File: src/core/apms_pkg.sv
package apms_pkg;
  // register indices of the control page
  localparam logic [7:0] APMS_IDX_SLEEP_CTRL = 8'h02;
  localparam logic [7:0] APMS_IDX_IN_CH_EN = 8'h73;
  localparam logic [7:0] APMS_IDX_OUT_SLOT_EN = 8'h74;
  localparam logic [7:0] APMS_IDX_PWR_UP = 8'h75;
  localparam logic [7:0] APMS_IDX_PWR_STATUS = 8'h77;
  // field positions
  localparam int APMS_BIT_SLEEP_N = 0;
  localparam int APMS_BIT_SLEEP_DONE = 7;
  localparam int APMS_BIT_HW_SHDN = 6;
  localparam int APMS_BIT_ACTIVE = 5;
  localparam int APMS_BIT_ADC_PWR = 7;
  localparam int APMS_BIT_BIAS_PWR = 6;
  localparam int APMS_BIT_PLL_PWR = 5;
  // reset values
  localparam logic [7:0] APMS_RST_SLEEP_CTRL = 8'h00;
  localparam logic [7:0] APMS_RST_IN_CH_EN = 8'hC0;
  localparam logic [7:0] APMS_RST_OUT_SLOT_EN = 8'h00;
  localparam logic [7:0] APMS_RST_PWR_UP = 8'h00;
  localparam logic [7:0] APMS_ZERO = 8'h00;
  // timing
  localparam int APMS_CLK_HZ = 40000000;
  localparam int APMS_INIT_TIME_US = 1000;
  localparam int APMS_WAKE_TIME_US = 1000;
  localparam int APMS_RAMP_TIME_US = 6000;
  localparam int APMS_INIT_CYC = APMS_CLK_HZ / 1000000 * APMS_INIT_TIME_US;
  localparam int APMS_WAKE_CYC = APMS_CLK_HZ / 1000000 * APMS_WAKE_TIME_US;
  localparam int APMS_RAMP_CYC = APMS_CLK_HZ / 1000000 * APMS_RAMP_TIME_US;
  localparam int APMS_CNT_W = 20;

  typedef enum logic [2:0] {
    APMS_HW_SHDN = 3'b000,
    APMS_INIT = 3'b001,
    APMS_SLEEP = 3'b010,
    APMS_WAKE = 3'b011,
    APMS_ACTIVE = 3'b100,
    APMS_RAMP = 3'b101
  } apms_state_t;

  typedef struct packed {
    logic wr;
    logic rd;
    logic [7:0] addr;
    logic [7:0] wdata;
  } apms_req_t;

  typedef struct packed {
    logic adc;
    logic bias;
    logic pll;
  } apms_pwr_t;
endpackage

File: src/core/apms_seq.sv
`timescale 1ns/1ps
//Function
// - low shutdown pin holds hardware shutdown, idle
// - pin release: init registers, then sleep
// - sleep control write clears sleep, starts wake
// - input channel enable register gates conversion
// - output slot enable register gates slots
// - power up register drives analog power
// - active mode transmits TDM as slave
// - sleep write ramps volume, powers down
// - status register reports sleep; shutdown only to a read in the cycle the pin goes low
// - sleep keeps all register contents
// - shutdown pin low overrides any mode
// - leaving shutdown repeats full release sequence
// - sleep and wake repeat indefinitely
// - registers reachable over control interface
module apms_seq
  import apms_pkg::*;
#(
  parameter int CHANNELS = 8,
  parameter int WORD = 32,
  parameter int INIT_CYC = APMS_INIT_CYC,
  parameter int WAKE_CYC = APMS_WAKE_CYC,
  parameter int RAMP_CYC = APMS_RAMP_CYC
)
(
  input wire logic SYS_CLK,
  input wire logic RESETN,
  input wire logic SHUTDOWN_N_PIN,
  input wire apms_req_t CTRL_REQ,
  output logic [7:0] CTRL_RDATA,
  output logic CTRL_RVALID,
  input wire logic [CHANNELS*WORD-1:0] ADC_SAMPLES,
  output logic [CHANNELS-1:0] CH_CONVERT_EN,
  output apms_pwr_t PWR_CTRL,
  output logic [7:0] VOLUME_GAIN,
  input wire logic BIT_CLOCK,
  input wire logic FRAME_SYNC,
  output logic SDOUT,
  output logic SDOUT_OE,
  output logic [2:0] MODE
);
  localparam logic [APMS_CNT_W-1:0] INIT_LD = APMS_CNT_W'(INIT_CYC);
  localparam logic [APMS_CNT_W-1:0] WAKE_LD = APMS_CNT_W'(WAKE_CYC);
  localparam logic [APMS_CNT_W-1:0] RAMP_LD = APMS_CNT_W'(RAMP_CYC);
  localparam logic [7:0] VOL_FULL = 8'hFF;

  apms_state_t state_r, state_nxt;
  logic [7:0] sleep_control_reg_r;
  logic [7:0] input_channel_enable_reg_r;
  logic [7:0] output_slot_enable_reg_r;
  logic [7:0] power_up_control_reg_r;
  logic [7:0] rdata_r;
  logic rvalid_r;
  logic [7:0] vol_r;
  logic t_load;
  logic [APMS_CNT_W-1:0] t_count;
  logic t_done;

  wire in_shdn = !SHUTDOWN_N_PIN;
  // register access is refused during shutdown and init
  wire regs_live = (state_r != APMS_HW_SHDN) && (state_r != APMS_INIT);
  wire wr_ok = CTRL_REQ.wr && regs_live;
  wire wr_sleep = wr_ok && (CTRL_REQ.addr == APMS_IDX_SLEEP_CTRL);
  wire wr_in = wr_ok && (CTRL_REQ.addr == APMS_IDX_IN_CH_EN);
  wire wr_out = wr_ok && (CTRL_REQ.addr == APMS_IDX_OUT_SLOT_EN);
  wire wr_pwr = wr_ok && (CTRL_REQ.addr == APMS_IDX_PWR_UP);
  wire wake_req = sleep_control_reg_r[APMS_BIT_SLEEP_N];
  wire active = (state_r == APMS_ACTIVE);
  wire sleep_done = (state_r == APMS_SLEEP);

  wire [7:0] status_val = {sleep_done, in_shdn, active, 5'h00};
  wire [7:0] rd_mux =
    (CTRL_REQ.addr == APMS_IDX_SLEEP_CTRL) ? sleep_control_reg_r :
    (CTRL_REQ.addr == APMS_IDX_IN_CH_EN) ? input_channel_enable_reg_r :
    (CTRL_REQ.addr == APMS_IDX_OUT_SLOT_EN) ? output_slot_enable_reg_r :
    (CTRL_REQ.addr == APMS_IDX_PWR_UP) ? power_up_control_reg_r :
    (CTRL_REQ.addr == APMS_IDX_PWR_STATUS) ? status_val : APMS_ZERO;

  always_comb
  begin
    state_nxt = state_r;
    t_load = 1'b0;
    t_count = INIT_LD;
    case (state_r)
      APMS_HW_SHDN:
        if (!in_shdn)
        begin
          state_nxt = APMS_INIT;
          t_load = 1'b1;
          t_count = INIT_LD;
        end
      APMS_INIT:
        if (t_done)
          state_nxt = APMS_SLEEP;
      APMS_SLEEP:
        if (wake_req)
        begin
          state_nxt = APMS_WAKE;
          t_load = 1'b1;
          t_count = WAKE_LD;
        end
      APMS_WAKE:
        if (!wake_req)
        begin
          state_nxt = APMS_RAMP;
          t_load = 1'b1;
          t_count = RAMP_LD;
        end
        else if (t_done)
          state_nxt = APMS_ACTIVE;
      APMS_ACTIVE:
        if (!wake_req)
        begin
          state_nxt = APMS_RAMP;
          t_load = 1'b1;
          t_count = RAMP_LD;
        end
      APMS_RAMP:
        if (t_done)
          state_nxt = APMS_SLEEP;
      default:
        state_nxt = APMS_HW_SHDN;
    endcase
    if (in_shdn)
    begin
      state_nxt = APMS_HW_SHDN;
      t_load = 1'b0;
    end
  end

  apms_timer #(
    .W(APMS_CNT_W)
  ) u_timer (
    .clk(SYS_CLK),
    .rst_n(RESETN),
    .load(t_load),
    .count(t_count),
    .done(t_done)
  );

  always_ff @(posedge SYS_CLK or negedge RESETN)
  begin
    if (!RESETN)
      state_r <= APMS_HW_SHDN;
    else
      state_r <= state_nxt;
  end

  // registers are reinitialised by init only; sleep leaves them alone
  always_ff @(posedge SYS_CLK or negedge RESETN)
  begin
    if (!RESETN)
    begin
      sleep_control_reg_r <= APMS_RST_SLEEP_CTRL;
      input_channel_enable_reg_r <= APMS_RST_IN_CH_EN;
      output_slot_enable_reg_r <= APMS_RST_OUT_SLOT_EN;
      power_up_control_reg_r <= APMS_RST_PWR_UP;
    end
    else if (state_r == APMS_INIT)
    begin
      sleep_control_reg_r <= APMS_RST_SLEEP_CTRL;
      input_channel_enable_reg_r <= APMS_RST_IN_CH_EN;
      output_slot_enable_reg_r <= APMS_RST_OUT_SLOT_EN;
      power_up_control_reg_r <= APMS_RST_PWR_UP;
    end
    else
    begin
      if (wr_sleep)
        sleep_control_reg_r <= CTRL_REQ.wdata;
      if (wr_in)
        input_channel_enable_reg_r <= CTRL_REQ.wdata;
      if (wr_out)
        output_slot_enable_reg_r <= CTRL_REQ.wdata;
      if (wr_pwr)
        power_up_control_reg_r <= CTRL_REQ.wdata;
    end
  end

  always_ff @(posedge SYS_CLK or negedge RESETN)
  begin
    if (!RESETN)
    begin
      rdata_r <= APMS_ZERO;
      rvalid_r <= 1'b0;
    end
    else
    begin
      rvalid_r <= CTRL_REQ.rd && regs_live;
      if (CTRL_REQ.rd && regs_live)
        rdata_r <= rd_mux;
    end
  end

  // volume steps down by one per clock in ramp and holds at zero once it gets there
  always_ff @(posedge SYS_CLK or negedge RESETN)
  begin
    if (!RESETN)
      vol_r <= APMS_ZERO;
    else if (active)
      vol_r <= VOL_FULL;
    else if (state_r == APMS_RAMP)
    begin
      if (vol_r != APMS_ZERO)
        vol_r <= vol_r - 8'h01;
    end
    else
      vol_r <= APMS_ZERO;
  end

  genvar g;
  generate
    for (g = 0; g < CHANNELS; g++)
    begin : g_ch
      assign CH_CONVERT_EN[g] = active && input_channel_enable_reg_r[7-g];
    end
  endgenerate

  logic [CHANNELS-1:0] slot_en;
  generate
    for (g = 0; g < CHANNELS; g++)
    begin : g_slot
      assign slot_en[g] = output_slot_enable_reg_r[7-g];
    end
  endgenerate

  wire pwr_on = active || (state_r == APMS_RAMP);
  assign PWR_CTRL.adc = pwr_on && power_up_control_reg_r[APMS_BIT_ADC_PWR];
  assign PWR_CTRL.bias = pwr_on && power_up_control_reg_r[APMS_BIT_BIAS_PWR];
  assign PWR_CTRL.pll = pwr_on && power_up_control_reg_r[APMS_BIT_PLL_PWR];

  // slave TDM transmitter; host owns both clocks
  apms_tdm_tx #(
    .SLOTS(CHANNELS),
    .WORD(WORD)
  ) u_tdm (
    .clk(SYS_CLK),
    .rst_n(RESETN),
    .enable(active),
    .slot_en(slot_en),
    .samples(ADC_SAMPLES),
    .bclk(BIT_CLOCK),
    .frame_sync(FRAME_SYNC),
    .sdout(SDOUT),
    .sdout_oe(SDOUT_OE)
  );

  assign CTRL_RDATA = rdata_r;
  assign CTRL_RVALID = rvalid_r;
  assign VOLUME_GAIN = vol_r;
  assign MODE = state_r;
endmodule // apms_seq

File: src/core/apms_tdm_tx.sv
`timescale 1ns/1ps
module apms_tdm_tx
  import apms_pkg::*;
#(
  parameter int SLOTS = 8,
  parameter int WORD = 32
)
(
  input wire logic clk,
  input wire logic rst_n,
  input wire logic enable,
  input wire logic [SLOTS-1:0] slot_en,
  input wire logic [SLOTS*WORD-1:0] samples,
  input wire logic bclk,
  input wire logic frame_sync,
  output logic sdout,
  output logic sdout_oe
);
  localparam int BW = $clog2(SLOTS*WORD);
  localparam int SW = $clog2(SLOTS);
  localparam int WW = $clog2(WORD);
  logic bclk_d_r;
  logic frame_sync_seen_r;
  logic [BW-1:0] bit_r;
  logic [SLOTS*WORD-1:0] frame_r;
  logic sdout_r;
  logic oe_r;
  wire fall = bclk_d_r && !bclk;
  // the bit shifted at each later fall is the one after the bit now on the line
  wire [BW-1:0] nbit = bit_r + BW'(1);
  wire [SW-1:0] slot = nbit[BW-1:WW];
  wire [WW-1:0] pos = nbit[WW-1:0];
  wire [BW-1:0] idx = BW'((SLOTS-1-int'(slot))*WORD + (WORD-1-int'(pos)));
  // shift out on falling bit clock, slot 0 first, msb first
  always_ff @(posedge clk or negedge rst_n)
  begin
    if (!rst_n)
    begin
      bclk_d_r <= 1'b0;
      frame_sync_seen_r <= 1'b0;
      bit_r <= '0;
      frame_r <= '0;
      sdout_r <= 1'b0;
      oe_r <= 1'b0;
    end
    else
    begin
      bclk_d_r <= bclk;
      if (!enable)
      begin
        frame_sync_seen_r <= 1'b0;
        oe_r <= 1'b0;
      end
      else if (fall)
      begin
        if (frame_sync)
        begin
          frame_sync_seen_r <= 1'b1;
          frame_r <= samples;
          bit_r <= '0;
          sdout_r <= samples[SLOTS*WORD-1];
          oe_r <= slot_en[0];
        end
        else if (frame_sync_seen_r)
        begin
          bit_r <= nbit;
          sdout_r <= frame_r[idx];
          oe_r <= slot_en[slot];
        end
      end
    end
  end
  assign sdout = sdout_r;
  assign sdout_oe = oe_r;
endmodule // apms_tdm_tx

File: src/core/apms_timer.sv
`timescale 1ns/1ps
module apms_timer
  import apms_pkg::*;
#(
  parameter int W = APMS_CNT_W
)
(
  input wire logic clk,
  input wire logic rst_n,
  input wire logic load,
  input wire logic [W-1:0] count,
  output logic done
);
  logic [W-1:0] cnt_r;
  logic run_r;
  // done pulses once the loaded count has fully elapsed
  assign done = run_r && (cnt_r == '0);
  always_ff @(posedge clk or negedge rst_n)
  begin
    if (!rst_n)
    begin
      cnt_r <= '0;
      run_r <= 1'b0;
    end
    else if (load)
    begin
      cnt_r <= count - W'(1);
      run_r <= 1'b1;
    end
    else if (done)
      run_r <= 1'b0;
    else if (run_r)
      cnt_r <= cnt_r - W'(1);
  end
endmodule // apms_timer

File: config.mk
export PLATFORM = sky130hd
export DESIGN_NAME = apms_seq
export DESIGN_NICKNAME = d
export VERILOG_FILES = /design/src/core/apms_pkg.sv /design/src/core/apms_seq.sv /design/src/core/apms_tdm_tx.sv /design/src/core/apms_timer.sv
export SDC_FILE = /design/constraint.sdc
export NUM_CORES = 1
export LEC_CHECK = 0
export BUFFER_PORTS_ARGS = -buffer_cell sky130_fd_sc_hd__buf_2
export CAP_MARGIN = 30
export CORE_MARGIN = 3
export CORE_UTILIZATION = 51
export CTS_CLUSTER_DIAMETER = 80
export CTS_CLUSTER_SIZE = 40
export DETAILED_ROUTE_END_ITERATION = 8
export GPL_ROUTABILITY_DRIVEN = 0
export GPL_TIMING_DRIVEN = 1
export PLACE_DENSITY = 0.76
export SETUP_SLACK_MARGIN = 0.1
export SLEW_MARGIN = 5
export SYNTH_ARGS = -nofsm -noshare
export SYNTH_HDL_FRONTEND = slang
export SYNTH_HIERARCHICAL = 1
export SYNTH_SLANG_ARGS = --single-unit
File: constraint.sdc
create_clock -name SYS_CLK -period 3.9 [get_ports SYS_CLK]
set_input_delay 0.39 -clock SYS_CLK [delete_from_list [all_inputs] [get_ports SYS_CLK]]
set_output_delay 0.39 -clock SYS_CLK [all_outputs]
set_load 0.03 [all_outputs]
==> reports/qor.yml, run 1 <==
power_and_ir_drop:
  p_leak_nw: 10.1
  clkPwrFrac_pct: 33.2
  p_switching_mw: 1.73
  internal_power_mw: 4.83
  p_per_area_nw_per_um2: 331
  ir_worst_vdd_uv: 362
  switching_share_pct: 26.4
  comb_power_share_pct: 9.7
  seqPwrFrac_pct: 57.2
synthesis:
  synth_xor_area_share_pct: 2.54
  synth_cell_types: 86
  yosysTopAreaCell: "dfrtp_1"
  ys_ff_latch: 341
  yosysSeqAreaShare_pct: 49.8
  synth_top_family_by_area: "simple AND/OR/NAND/NOR gates"
  synth_ff_type: "dfrtp_1"
  synth.most_common_cell: "nand2_1"
  synth_compound_area_share_pct: 5.98
  synth_common_cells: "nand2_1, dfrtp_1, mux2i_1"
  synth_top_area_share_pct: 49.5
  synth_adder_area_share_pct: 0.292
  syn_area_um2: 17100
  async_flop_share_pct: 100
  ys_top_cells_by_area: "dfrtp_1, nand2_1, mux2i_1"
  yosys.area_share.simple_pct: 26.4
  synth-edff-count: 0
  yosys_warnings: 6
  synthCells: 1895
  synthMuxAreaShare_pct: 11.4
  synth_area_per_cell_um2: 9.04
timing:
  tightestPinTransition_ns: 0.943
  skew_ns: 0.0402
  relSlewSlack_pct: 37.1
  setup_ws_ns: 0.650
  holdWs_ns: 0.0285
  setup_viol: 0
  min_period_over_period_pct: 83.3
  post-route-min-period_ns: 3.25
  grt_setup_unrepaired: "no"
  fmax_mhz: 308
  drv_slew: 0
  fin_tns_setup_ns: 0
  finalHoldViolCount: 0
status:
  outcome: "complete, no violations"
final_layout:
  nNetsFinal: 2458
  fin_cells: 2638
  area_growth_pct: 15.5
  seqCellArea_um2: 8540
  final_util_pct: 60.4
  multi_input_area_um2: 8160
  drive_above_1_share_pct: 20.5
  fillerInstances: 2813
drt:
  drt_iter0_markers: 1227
  vias: 14300
  drtAntennaViolNets: 0
  firstDrtPassIters: 5
  vias_per_cell: 5.42
  wl_um: 46900
  post_drt_wl_per_cell_um: 17.8
  drc: 0
clock_tree:
  htreeDepth: 1
  clk_path_buf_depth: 3
  clk_pin_slew_ns: 0.14
  cts_tree: "yes"
  numCtsBuffers: 17
  clockRootBuffer: "clkbuf_16"
  cts_resized: 0
  insertion_delay_ns: 0.54
  cts_num_sinks: 341
worst_setup_path:
  cp.arrival_ns: 3.64
  crit_buf_inv: 0
  crit_chain: "ha_4 > mux4_2 > mux2_2 > o2111ai_1 > a21oi_1 > nor4_1 > a221oi_2"
  cp_max_fo: 32
  startpoint: "u_tdm/bit_r[0]$_DFFE_PN0P_"
  crit_family: "multiplexers"
  slowest_stage: "ha_4"
  crit_path_start_kind: "flop"
  critPathKind: "flop to flop"
  cp.required_ns: 4.29
  end_kind: "flop"
  cpPeakStageDelay_ns: 0.73
  reg2reg_from: "u_tdm/bit_r[0]$_DFFE_PN0P_"
global_route:
  grt_pass1_wl_um: 74500
  grt-ovfl-total: 0
  grt_pass1_vias: 14200
  grt_max_degree: 153
  antenna_found_initial: 13
  track_usage_pct: 25.7
die:
  start_util_pct: 52.2
  die_x_um: 189
  pin_count: 312
  die_area_um2: 35800
  rows: 66
  fp.dieH_um: 189
  fp.coreArea_um2: 32800
worst_hold_path:
  min_from: "ADC_SAMPLES[190]"
  hold_path_class: "primary input to flop"
placed_design:
  dp.final_hpwl_um: 33500
  post-place-ws_ns: 0.705
  place_inst: 2596
  io_buffers: 311
flow_run:
  max_cap_violations: 0
==> placed cells by master, fill, tap and decap left out, types with 4 or more instances in the layout <==
| master | Yosys | layout |
|---|---|---|
| nand3_1 | 44 | 43 |
| a22oi_1 | 19 | 19 |
| nor3b_1 | 5 | 5 |
| clkbuf_16 | 0 | 17 |
| nor2_2 | 4 | 4 |
| and4_1 | 4 | 4 |
| diode_2 | 0 | 13 |
| o31ai_1 | 4 | 4 |
| nand2_1 | 841 | 841 |
| o21a_1 | 4 | 4 |
| and3_1 | 7 | 6 |
| nand4_1 | 4 | 4 |
| conb_1 | 2 | 33 |
| buf_4 | 14 | 23 |
| nor2b_1 | 10 | 9 |
| inv_1 | 9 | 9 |
| o22ai_1 | 14 | 14 |
| o2bb2ai_1 | 4 | 4 |
| nand3b_1 | 5 | 5 |
| mux4_2 | 35 | 35 |
| mux2_2 | 8 | 8 |
| a21oi_1 | 49 | 49 |
| xor2_1 | 24 | 24 |
| a221oi_1 | 4 | 4 |
| and2_1 | 16 | 16 |
| dfrtp_1 | 339 | 337 |
| nor3_1 | 25 | 25 |
| buf_2 | 19 | 310 |
| mux2i_1 | 104 | 104 |
| nor2_1 | 67 | 67 |
| xnor2_1 | 22 | 21 |
| o21ai_0 | 15 | 15 |
| nor4_1 | 9 | 9 |
| buf_12 | 0 | 6 |
| nand2b_1 | 11 | 11 |
==> power groups by stage <==
stage / registers (mW) / logic (mW) / clock network (mW)
after global placement: 3.81 / 0.614 / 0
after detailed placement: 3.81 / 0.634 / 0
after CTS: 3.74 / 0.640 / 2.22
after global routing: 3.76 / 0.707 / 2.35
after floorplan: 3.81 / 0.297 / 0
final: 3.75 / 0.635 / 2.17
==> state kept, by name, indices dropped and copies added, names as in the netlist <==
| signal | flops |
|---|---|
| u_tdm/frame_r | 256 |
| u_timer/cnt_r | 20 |
| CTRL_RDATA | 8 |
| VOLUME_GAIN | 8 |
| input_channel_enable_reg_r | 8 |
| output_slot_enable_reg_r | 8 |
| power_up_control_reg_r | 8 |
| sleep_control_reg_r | 8 |
| u_tdm/bit_r | 8 |
| MODE | 3 |
| CTRL_RVALID | 1 |
| u_tdm/bclk_d_r | 1 |
| u_tdm/frame_sync_seen_r | 1 |
| u_tdm/sdout | 1 |
| u_tdm/sdout_oe | 1 |
| u_timer/run_r | 1 |
==> per-layer routing <==
metal / global-route usage, % / vias up / share of wire (%)
li1: - / 6775 / -
met1: 35.8 / 6910 / 42
met2: 41.4 / 526 / 48
met3: 3.80 / 90 / 6.6
met4: 9.33 / 0 / 3.5
met5: 0 / - / 0
==> worst register-to-register path, cell delays in order (launching register included) <==
cell and delay (ns):
dfrtp_2 0.60, ha_4 0.74, mux4_2 0.60, mux2_2 0.27, o2111ai_1 0.34, a21oi_1 0.10
nor4_1 0.39, a221oi_2 0.09
==> final cells by class <==
class / instances / area share, %
Clock inverter: 9 / 0.727
Inverter: 11 / 0.209
Tap cell: 442 / 2.80
Antenna cell: 13 / 0.164
Multi-Input combinational cell: 1462 / 41.2
Clock buffer: 18 / 2.22
Sequential cell: 341 / 43.2
Timing Repair Buffer: 342 / 9.50
==> through the flow <==
stage | cell area (um2) | total power, mW
3_3_place_gp | 19100 | 4.42
3_5_place_dp | 19100 | 4.45
5_1_grt | 19800 | 6.82
2_1_floorplan | 17200 | 4.11
4_1_cts | 19800 | 6.61
6_report | 19800 | 6.55
==> path summary, 6_finish.rpt <==
check | end | slack (ns) | cells after the start
worst max-delay path | u_tdm/sdout$_DFFE_PN0P_ | 0.65 | 7
worst min-delay path | u_tdm/frame_r[190]$_DFFE_PN0P_ | 0.03 | 3
worst max register to register | u_tdm/sdout$_DFFE_PN0P_ | 0.65 | 7
worst min register to register | u_tdm/frame_r[38]$_DFFE_PN0P_ | 0.48 | 2
max in group asynchronous | u_tdm/frame_r[104]$_DFFE_PN0P_ | 2.31 | 3
min in group asynchronous | sleep_control_reg_r[3]$_DFFE_PN0P_ | 0.50 | 2
==> logic make-up (layout without fill, tap and decap cells) <==
family	count (synthesis)	after routing
buffers and inverters	123	380
other	2	46
AND/OR/NAND/NOR	1079	1079
AO/OA/AOI/OAI	150	150
XOR/XNOR	48	48
adder cells (fa/ha/maj)	4	4
multiplexers	148	148
flip-flops	341	341
==> what timing repair did <==
action                                 in CTS  in global routing
buffers inserted                            0                  0
hold buffers                                2                  0
endpoints found under the hold margin      61                  0
Power figures use the tool's default switching activity.
==> run 2: changes to the inputs <==
--- a/config.mk
+++ b/config.mk
@@ -5,6 +5,7 @@
 export SDC_FILE = /design/constraint.sdc
 export NUM_CORES = 1
 export LEC_CHECK = 0
+export ABC_AREA = 1
 export BUFFER_PORTS_ARGS = -buffer_cell sky130_fd_sc_hd__buf_2
 export CAP_MARGIN = 30
 export CORE_MARGIN = 3
==> constraint.sdc (replaced) <==
create_clock -name SYS_CLK -period 2.75 [get_ports SYS_CLK]
set_input_delay 0.275 -clock SYS_CLK [delete_from_list [all_inputs] [get_ports SYS_CLK]]
set_output_delay 0.275 -clock SYS_CLK [all_outputs]
set_load 0.03 [all_outputs]
==> run 2 against run 1 <==
Sequential power grew 100%. Final area grew 14%. Highest routed layer is now met5. Setup slack lost 0.46 ns. Critical path depth grew 1. Global-route usage grew 3.1 points. Area after synthesis grew 2.6%. Flip-flop and latch count is the same.
==> reports/qor.yml, run 2 <==
worst_setup_path:
  r2r_cells: 8  # was 7
  critPathKind: "flop to flop"  # unchanged
  end_kind: "flop"  # unchanged
  reg2reg_from: "MODE[2]$_DFFE_PN0P_"  # was u_tdm/bit_r[0]$_DFFE_PN0P_
  cp.arrival_ns: 2.99  # was 3.64 ns
  regToRegEndpoint: "u_tdm/frame_r[98]$_DFFE_PN0P_"  # was u_tdm/sdout$_DFFE_PN0P_
  crit_path_start_kind: "flop"  # unchanged
  rrSetupSlack_ns: 0.19  # was 0.65 ns
  startpoint: "MODE[2]$_DFFE_PN0P_"  # was u_tdm/bit_r[0]$_DFFE_PN0P_
  cp_max_fo: 120  # was 32
  cp.required_ns: 3.18  # was 4.29 ns
timing:
  fmax_mhz: 391  # was 308 MHz
  drv_slew: 0  # unchanged
  post-route-min-period_ns: 2.56  # was 3.25 ns
  fin_tns_setup_ns: 0  # unchanged
  skew_ns: 0.0372  # was 0.0402 ns
  setup_viol: 0  # unchanged
  finalHoldViolCount: 0  # unchanged
  min_period_over_period_pct: 93.0  # was 83.3%
  grt_setup_unrepaired: "yes"  # was no
  relSlewSlack_pct: 56.0  # was 37.1%
  tightestPinTransition_ns: 0.660  # was 0.943 ns
die:
  fp.coreArea_um2: 33800  # was 32800 um2
  start_util_pct: 52.0  # was 52.2%
  rows: 67  # was 66
  fp.dieH_um: 192  # was 189 um
  die_area_um2: 36700  # was 35800 um2
  pin_count: 312  # unchanged
  die_x_um: 192  # was 189 um
final_layout:
  regMostFlops: "u_tdm/frame_r"  # unchanged
  final_cell_mix: "nand2_1, dfrtp_1, buf_2"  # unchanged
  final_common_cell: "nand2_1"  # unchanged
  drive_above_1_share_pct: 20.9  # was 20.5%
  reg_top3: "u_tdm/frame_r (256), u_timer/cnt_r (20)"  # unchanged
  area_growth_pct: 28.0  # was 15.5%
  fin_cells: 3123  # was 2638
  largest_reg_flops: 256  # unchanged
  nNetsFinal: 2943  # was 2458
  fillerInstances: 2596  # was 2813
worst_hold_path:
  whs_path_depth: 3  # unchanged
  min_from: "ADC_SAMPLES[241]"  # was ADC_SAMPLES[190]
  hold_end: "u_tdm/frame_r[241]$_DFFE_PN0P_"  # was u_tdm/frame_r[190]$_DFFE_PN0P_
  hold_path_class: "primary input to flop"  # unchanged
drt:
  routed.top_layer: "met5"  # was met4
  vias_per_cell: 5.42  # about the same
  wl_met2_um: 26000  # was 22600 um
  vias: 16900  # was 14300
  drc: 0  # unchanged
  drt_iter0_markers: 1829  # was 1227
  post_drt_wl_per_cell_um: 17.3  # was 17.8 um
  wl_um: 54100  # was 46900 um
  firstDrtPassIters: 6  # was 5
  wl_met1_um: 21800  # was 19500 um
  wl_met3_um: 3730  # was 3100 um
  drtAntennaViolNets: 0  # unchanged
global_route:
  grt-ovfl-total: 0  # unchanged
  grt_max_degree: 137  # was 153
  grt_pass1_wl_um: 85100  # was 74500 um
  grt_pass1_vias: 16800  # was 14200
  track_usage_pct: 28.8  # was 25.7%
  antenna_found_initial: 4  # was 13
clock_tree:
  clk_pin_slew_ns: 0.12  # was 0.14 ns
  clockRootBuffer: "clkbuf_16"  # unchanged
  clk_path_buf_depth: 3  # unchanged
  insertion_delay_ns: 0.54  # about the same
  cts_tree: "yes"  # unchanged
  numCtsBuffers: 18  # was 17
  htreeDepth: 1  # unchanged
  cts_num_sinks: 341  # unchanged
synthesis:
  syn_area_um2: 17600  # was 17100 um2
  yosysTopAreaCell: "dfrtp_1"  # unchanged
  yosys_warnings: 6  # unchanged
  synthCells: 2194  # was 1895
  ys_top_cells_by_area: "dfrtp_1, nand2_1, nand3_1"  # was dfrtp_1, nand2_1, mux2i_1
  synth_common_cells: "nand2_1, dfrtp_1, inv_1"  # was nand2_1, dfrtp_1, mux2i_1
  async_flop_share_pct: 100  # unchanged
  synth_area_per_cell_um2: 8.01  # was 9.04 um2
  yosysSeqAreaShare_pct: 48.6  # was 49.8%
  synth-edff-count: 0  # unchanged
  synth_top_area_share_pct: 48.3  # was 49.5%
  synth_cell_types: 41  # was 86
  ys_ff_latch: 341  # unchanged
  synth_ff_type: "dfrtp_1"  # unchanged
  synth.most_common_cell: "nand2_1"  # unchanged
status:
  outcome: "complete, no violations"  # unchanged
power_and_ir_drop:
  ir_worst_vdd_uv: 514  # was 362 uV
  p_per_area_nw_per_um2: 871  # was 331 nW/um2
  p_leak_nw: 11.6  # was 10.1 nW
placed_design:
  io_buffers: 311  # unchanged
  dp.final_hpwl_um: 34500  # was 33500 um
  place_inst: 2890  # was 2596
flow_run:
  max_cap_violations: 0  # unchanged
[run 2: cell count changes in the layout (fill, tap and decap cells not counted), sizes merged, moves of 20 or more]
cell and change:
nand2 -417, inv +286, nand3 +217, nor2 +215
dlygate4sd3 +186, a21oi +153, mux2i -104, o21ai +71
mux2 +64, o211ai +56, mux4 -36, nor3 -24
xnor2 -21, a22oi -20
[run 2: report_power, final]
part,switching [mW],internal (mW)
logic,5.31,3.09
clock network,1.92,1.70
registers,0.825,6.76
[run 2: metal layers]
| layer | track usage [%] | vias up |
|---|---|---|
| met5 | 0 | - |
| met2 | 48.1 | 752 |
| met3 | 3.91 | 178 |
| li1 | - | 7943 |
| met1 | 37.5 | 8059 |
| met4 | 12.9 | 2 |
[run 2: cell families after synthesis]
group,count (synthesis),share of synthesized area (%)
mux,72,4.61
xor+xnor,11,0.783
flops,341,48.6
other cells,2,0.0427
compound gates,364,11.7
simple gates,990,24.5
buf+inv,410,9.57
fa+ha+maj,4,0.285
[run 2: what timing repair did]
action / 4_1_cts / 5_1_grt
endpoints found under the setup margin: 3 / 36
buffers inserted: 0 / 9
pin swaps: 0 / 5
hold buffers: 186 / 2
endpoints found under the hold margin: 258 / 2
gates resized for setup: 2 / 28
gates cloned: 0 / 1
[run 2: worst max-delay path, cell delays in order (launching register included)]
cell,delay (ns)
dfrtp_1,0.42
buf_4,0.15
nand2_1,0.10
buf_4,0.25
inv_2,0.14
nand3_4,0.14
buf_12,0.30
buf_16,0.40
mux2_2,0.42
[run 2: worst max-delay path by stage]
| stage | cells after the start | slack, ns | to |
|---|---|---|---|
| 5_1_grt | 17 | 0.02 | u_timer/cnt_r[9]$_DFFE_PN0P_ |
| 2_1_floorplan | 17 | 0.21 | u_timer/cnt_r[14]$_DFFE_PN0P_ |
| 6_report | 8 | 0.19 | u_tdm/frame_r[98]$_DFFE_PN0P_ |
| 4_1_cts | 16 | 0.11 | u_timer/cnt_r[12]$_DFFE_PN0P_ |
| 3_5_place_dp | 13 | 0.03 | u_tdm/sdout$_DFFE_PN0P_ |
| 3_3_place_gp | 13 | 0.05 | u_tdm/sdout$_DFFE_PN0P_ |
[run 2: metrics by stage]
stage               power [mW]  cell area (um2)  utilization (%)  hold slack [ns]  worst slack (ns)
finish                    19.6            22500             66.6          0.00625             0.192
detailed placement        15.4            19700             58.2            0.330            0.0254
CTS                       19.3            22300             66.0         0.000590             0.112
global placement          15.1            19700             58.2            0.328            0.0542
global route              20.9            22500             66.6          0.00147            0.0197
floorplan                 13.2            17600                -          -0.0206             0.208
[run 2: cell type report]
cell class	count	area (um2)	share of cell area, %
antenna	3	7.51	0.0334
sequential	341	8540	38.0
clock inverter	13	269	1.20
timing repair buffer	545	3980	17.7
multi-input combinational	1459	7540	33.5
tap	448	561	2.49
clock buffer	19	475	2.11
inverter	295	1120	4.98
==> run 3: changes to the inputs <==
==> constraint.sdc (replaced) <==
create_clock -name SYS_CLK -period 2.75 [get_ports SYS_CLK]
set_input_delay 0.6875 -clock SYS_CLK [delete_from_list [all_inputs] [get_ports SYS_CLK]]
set_output_delay 0.6875 -clock SYS_CLK [all_outputs]
set_load 0.03 [all_outputs]
==> run 3 against run 2 <==
Sequential power barely moved. First-iteration DRC count down 20%. Clock-buffer cell count shrank 1. Die area did not move. Largest cell class unchanged. Highest routed layer unchanged. Critical endpoint is now PWR_CTRL[2]. Critical path depth is 1 lower. Largest power group unchanged. Via count shrank 7.1%. Flip-flop and latch count unchanged. Combinational power decreased by 4.4%. Register-to-register slack improved by 0.02 ns.
==> reports/qor.yml, run 3 (synthesis gave the netlist of run 2 again) <==
status:
  outcome: "complete, no violations"  # unchanged
timing:
  setup_ws_ns: 0.209  # was 0.192 ns
  grt_setup_unrepaired: "yes"  # unchanged
  setup_viol: 0  # unchanged
  min_period_over_period_pct: 92.4  # was 93.0%
  tightestPinTransition_ns: 0.918  # was 0.660 ns
  fmax_mhz: 394  # was 391 MHz
  finalHoldViolCount: 0  # unchanged
  relSlewSlack_pct: 38.8  # was 56.0%
  drv_slew: 0  # unchanged
  skew_ns: 0.0227  # was 0.0372 ns
  post-route-min-period_ns: 2.54  # was 2.56 ns
worst_setup_path:
  critPathKind: "flop to output pin"  # was flop to flop
  cp_max_fo: 15  # was 120
  cp.required_ns: 2.06  # was 3.18 ns
  end_kind: "output pin"  # was flop
  cp.arrival_ns: 1.85  # was 2.99 ns
  crit_path_start_kind: "flop"  # unchanged
clock_tree:
  clockRootBuffer: "clkbuf_16"  # unchanged
  htreeDepth: 1  # unchanged
  cts_tree: "yes"  # unchanged
  numCtsBuffers: 17  # was 18
  hold_buffers: 0  # was 186
  cts_num_sinks: 341  # unchanged
  clk_path_buf_depth: 3  # unchanged
  insertion_delay_ns: 0.53  # was 0.54 ns
  clk_pin_slew_ns: 0.12  # about the same
die:
  pin_count: 312  # unchanged
  die_area_um2: 36700  # unchanged
  die_x_um: 192  # unchanged
  fp.coreArea_um2: 33800  # unchanged
  fp.dieH_um: 192  # unchanged
  start_util_pct: 52.0  # unchanged
  rows: 67  # unchanged
final_layout:
  final_util_pct: 60.5  # was 66.6%
  area_growth_pct: 16.3  # was 28.0%
  final_common_cell: "nand2_1"  # unchanged
  reg_top3: "u_tdm/frame_r (256), u_timer/cnt_r (20)"  # unchanged
  fillerInstances: 2981  # was 2596
  nNetsFinal: 2750  # was 2943
  regMostFlops: "u_tdm/frame_r"  # unchanged
  drive_above_1_share_pct: 22.1  # was 20.9%
  n_antenna_cell: 0  # was 3
  largest_reg_flops: 256  # unchanged
  final_cell_mix: "nand2_1, dfrtp_1, buf_2"  # unchanged
global_route:
  met2_usage_pct: 43.0  # was 48.1%
  grtUsageMet3_pct: 3.49  # was 3.91%
  antenna_found_initial: 2  # was 4
  grt-ovfl-total: 0  # unchanged
  track_usage_pct: 26.2  # was 28.8%
  grt_max_degree: 192  # was 137
  use_met1_pct: 35.5  # was 37.5%
  grt_pass1_vias: 15400  # was 16800
  top_usage_layer: "met2"  # unchanged
  grt_pass1_wl_um: 77700  # was 85100 um
placed_design:
  io_buffers: 311  # unchanged
  dp.final_hpwl_um: 34600  # was 34500 um
  post-place-ws_ns: -0.0501  # was 0.0254 ns
drt:
  vias_per_cell: 5.38  # was 5.42
  firstDrtPassIters: 5  # was 6
  drc: 0  # unchanged
  drtAntennaViolNets: 0  # unchanged
  wl_um: 49300  # was 54100 um
  post_drt_wl_per_cell_um: 16.9  # was 17.3 um
  vias: 15700  # was 16900
  drt_iter0_markers: 1468  # was 1829
power_and_ir_drop:
  p_leak_nw: 10.7  # was 11.6 nW
  ir_worst_vdd_uv: 657  # was 514 uV
  p_per_area_nw_per_um2: 918  # was 871 nW/um2
flow_run:
  max_cap_violations: 0  # unchanged
worst_hold_path:
  hold_path_class: "primary input to async pin"  # was primary input to flop
[run 3: critical path, cell delays in order (launching register included)]
cell,delay (ns)
dfrtp_2,0.45
nor2_2,0.15
nand2_1,0.10
buf_6,0.18
nand2_2,0.11
inv_1,0.07
nor2_1,0.10
buf_4,0.17
[run 3: cell type report]
class	count	area, um2	share of cell area, %
flip-flops and latches	341	8540	41.8
multi-input cells	1459	7520	36.8
repair buffers	353	2100	10.3
well taps	448	561	2.74
clock inverters	11	176	0.863
inverters	295	1110	5.45
clock buffers	18	429	2.10
[run 3: layer usage]
metal	part of all wire (%)	up-vias
met5	0.045	-
met3	6.8	115
met2	48	603
li1	-	7555
met1	42	7459
met4	4.0	4
[run 3: timing repair]
| action | in CTS | in global routing |
|---|---|---|
| endpoints found under the hold margin | 0 | 0 |
| setup endpoints to repair | 4 | 22 |
| buffers inserted | 0 | 7 |
| pin swaps | 0 | 3 |
| cloned | 0 | 1 |
| resized for setup | 7 | 17 |
[run 3: path summary, 6_finish.rpt]
path / start / end / slack (ns) / depth (start not counted)
min in group SYS_CLK: BIT_CLOCK / u_tdm/bclk_d_r$_DFF_PN0_ / 0.33 / 1
hold reg to reg: u_timer/cnt_r[10]$_DFFE_PN0P_ / u_timer/cnt_r[10]$_DFFE_PN0P_ / 0.49 / 2
setup / recovery: MODE[1]$_DFFE_PN0P_ / PWR_CTRL[2] / 0.21 / 7
setup reg to reg: u_tdm/bit_r[0]$_DFFE_PN0P_ / u_tdm/sdout$_DFFE_PN0P_ / 0.21 / 13
max in group asynchronous: RESETN / u_tdm/frame_r[158]$_DFFE_PN0P_ / 1.88 / 2
hold / removal: RESETN / u_tdm/frame_r[116]$_DFFE_PN0P_ / 0.12 / 1
[run 3: metrics by stage]
stage          cells  total power, mW  instance area (um2)  hold slack (ns)  setup TNS, ns
2_1_floorplan   2210             13.2                17600            0.392              0
3_3_place_gp    2888             15.1                19700            0.458              0
3_5_place_dp    2888             15.4                19700            0.465        -0.0501
4_1_cts         2917             18.6                20300            0.117              0
5_1_grt         2925             20.1                20400            0.126              0
6_report        2925             18.8                20400            0.116              0
[run 3: report_power, final]
part	internal (mW)	leakage (nW)	switching, mW
sequential	6.76	3.75	0.801
clock	1.29	0.292	1.88
combinational	2.93	6.69	5.10
total	11.0	10.7	7.79
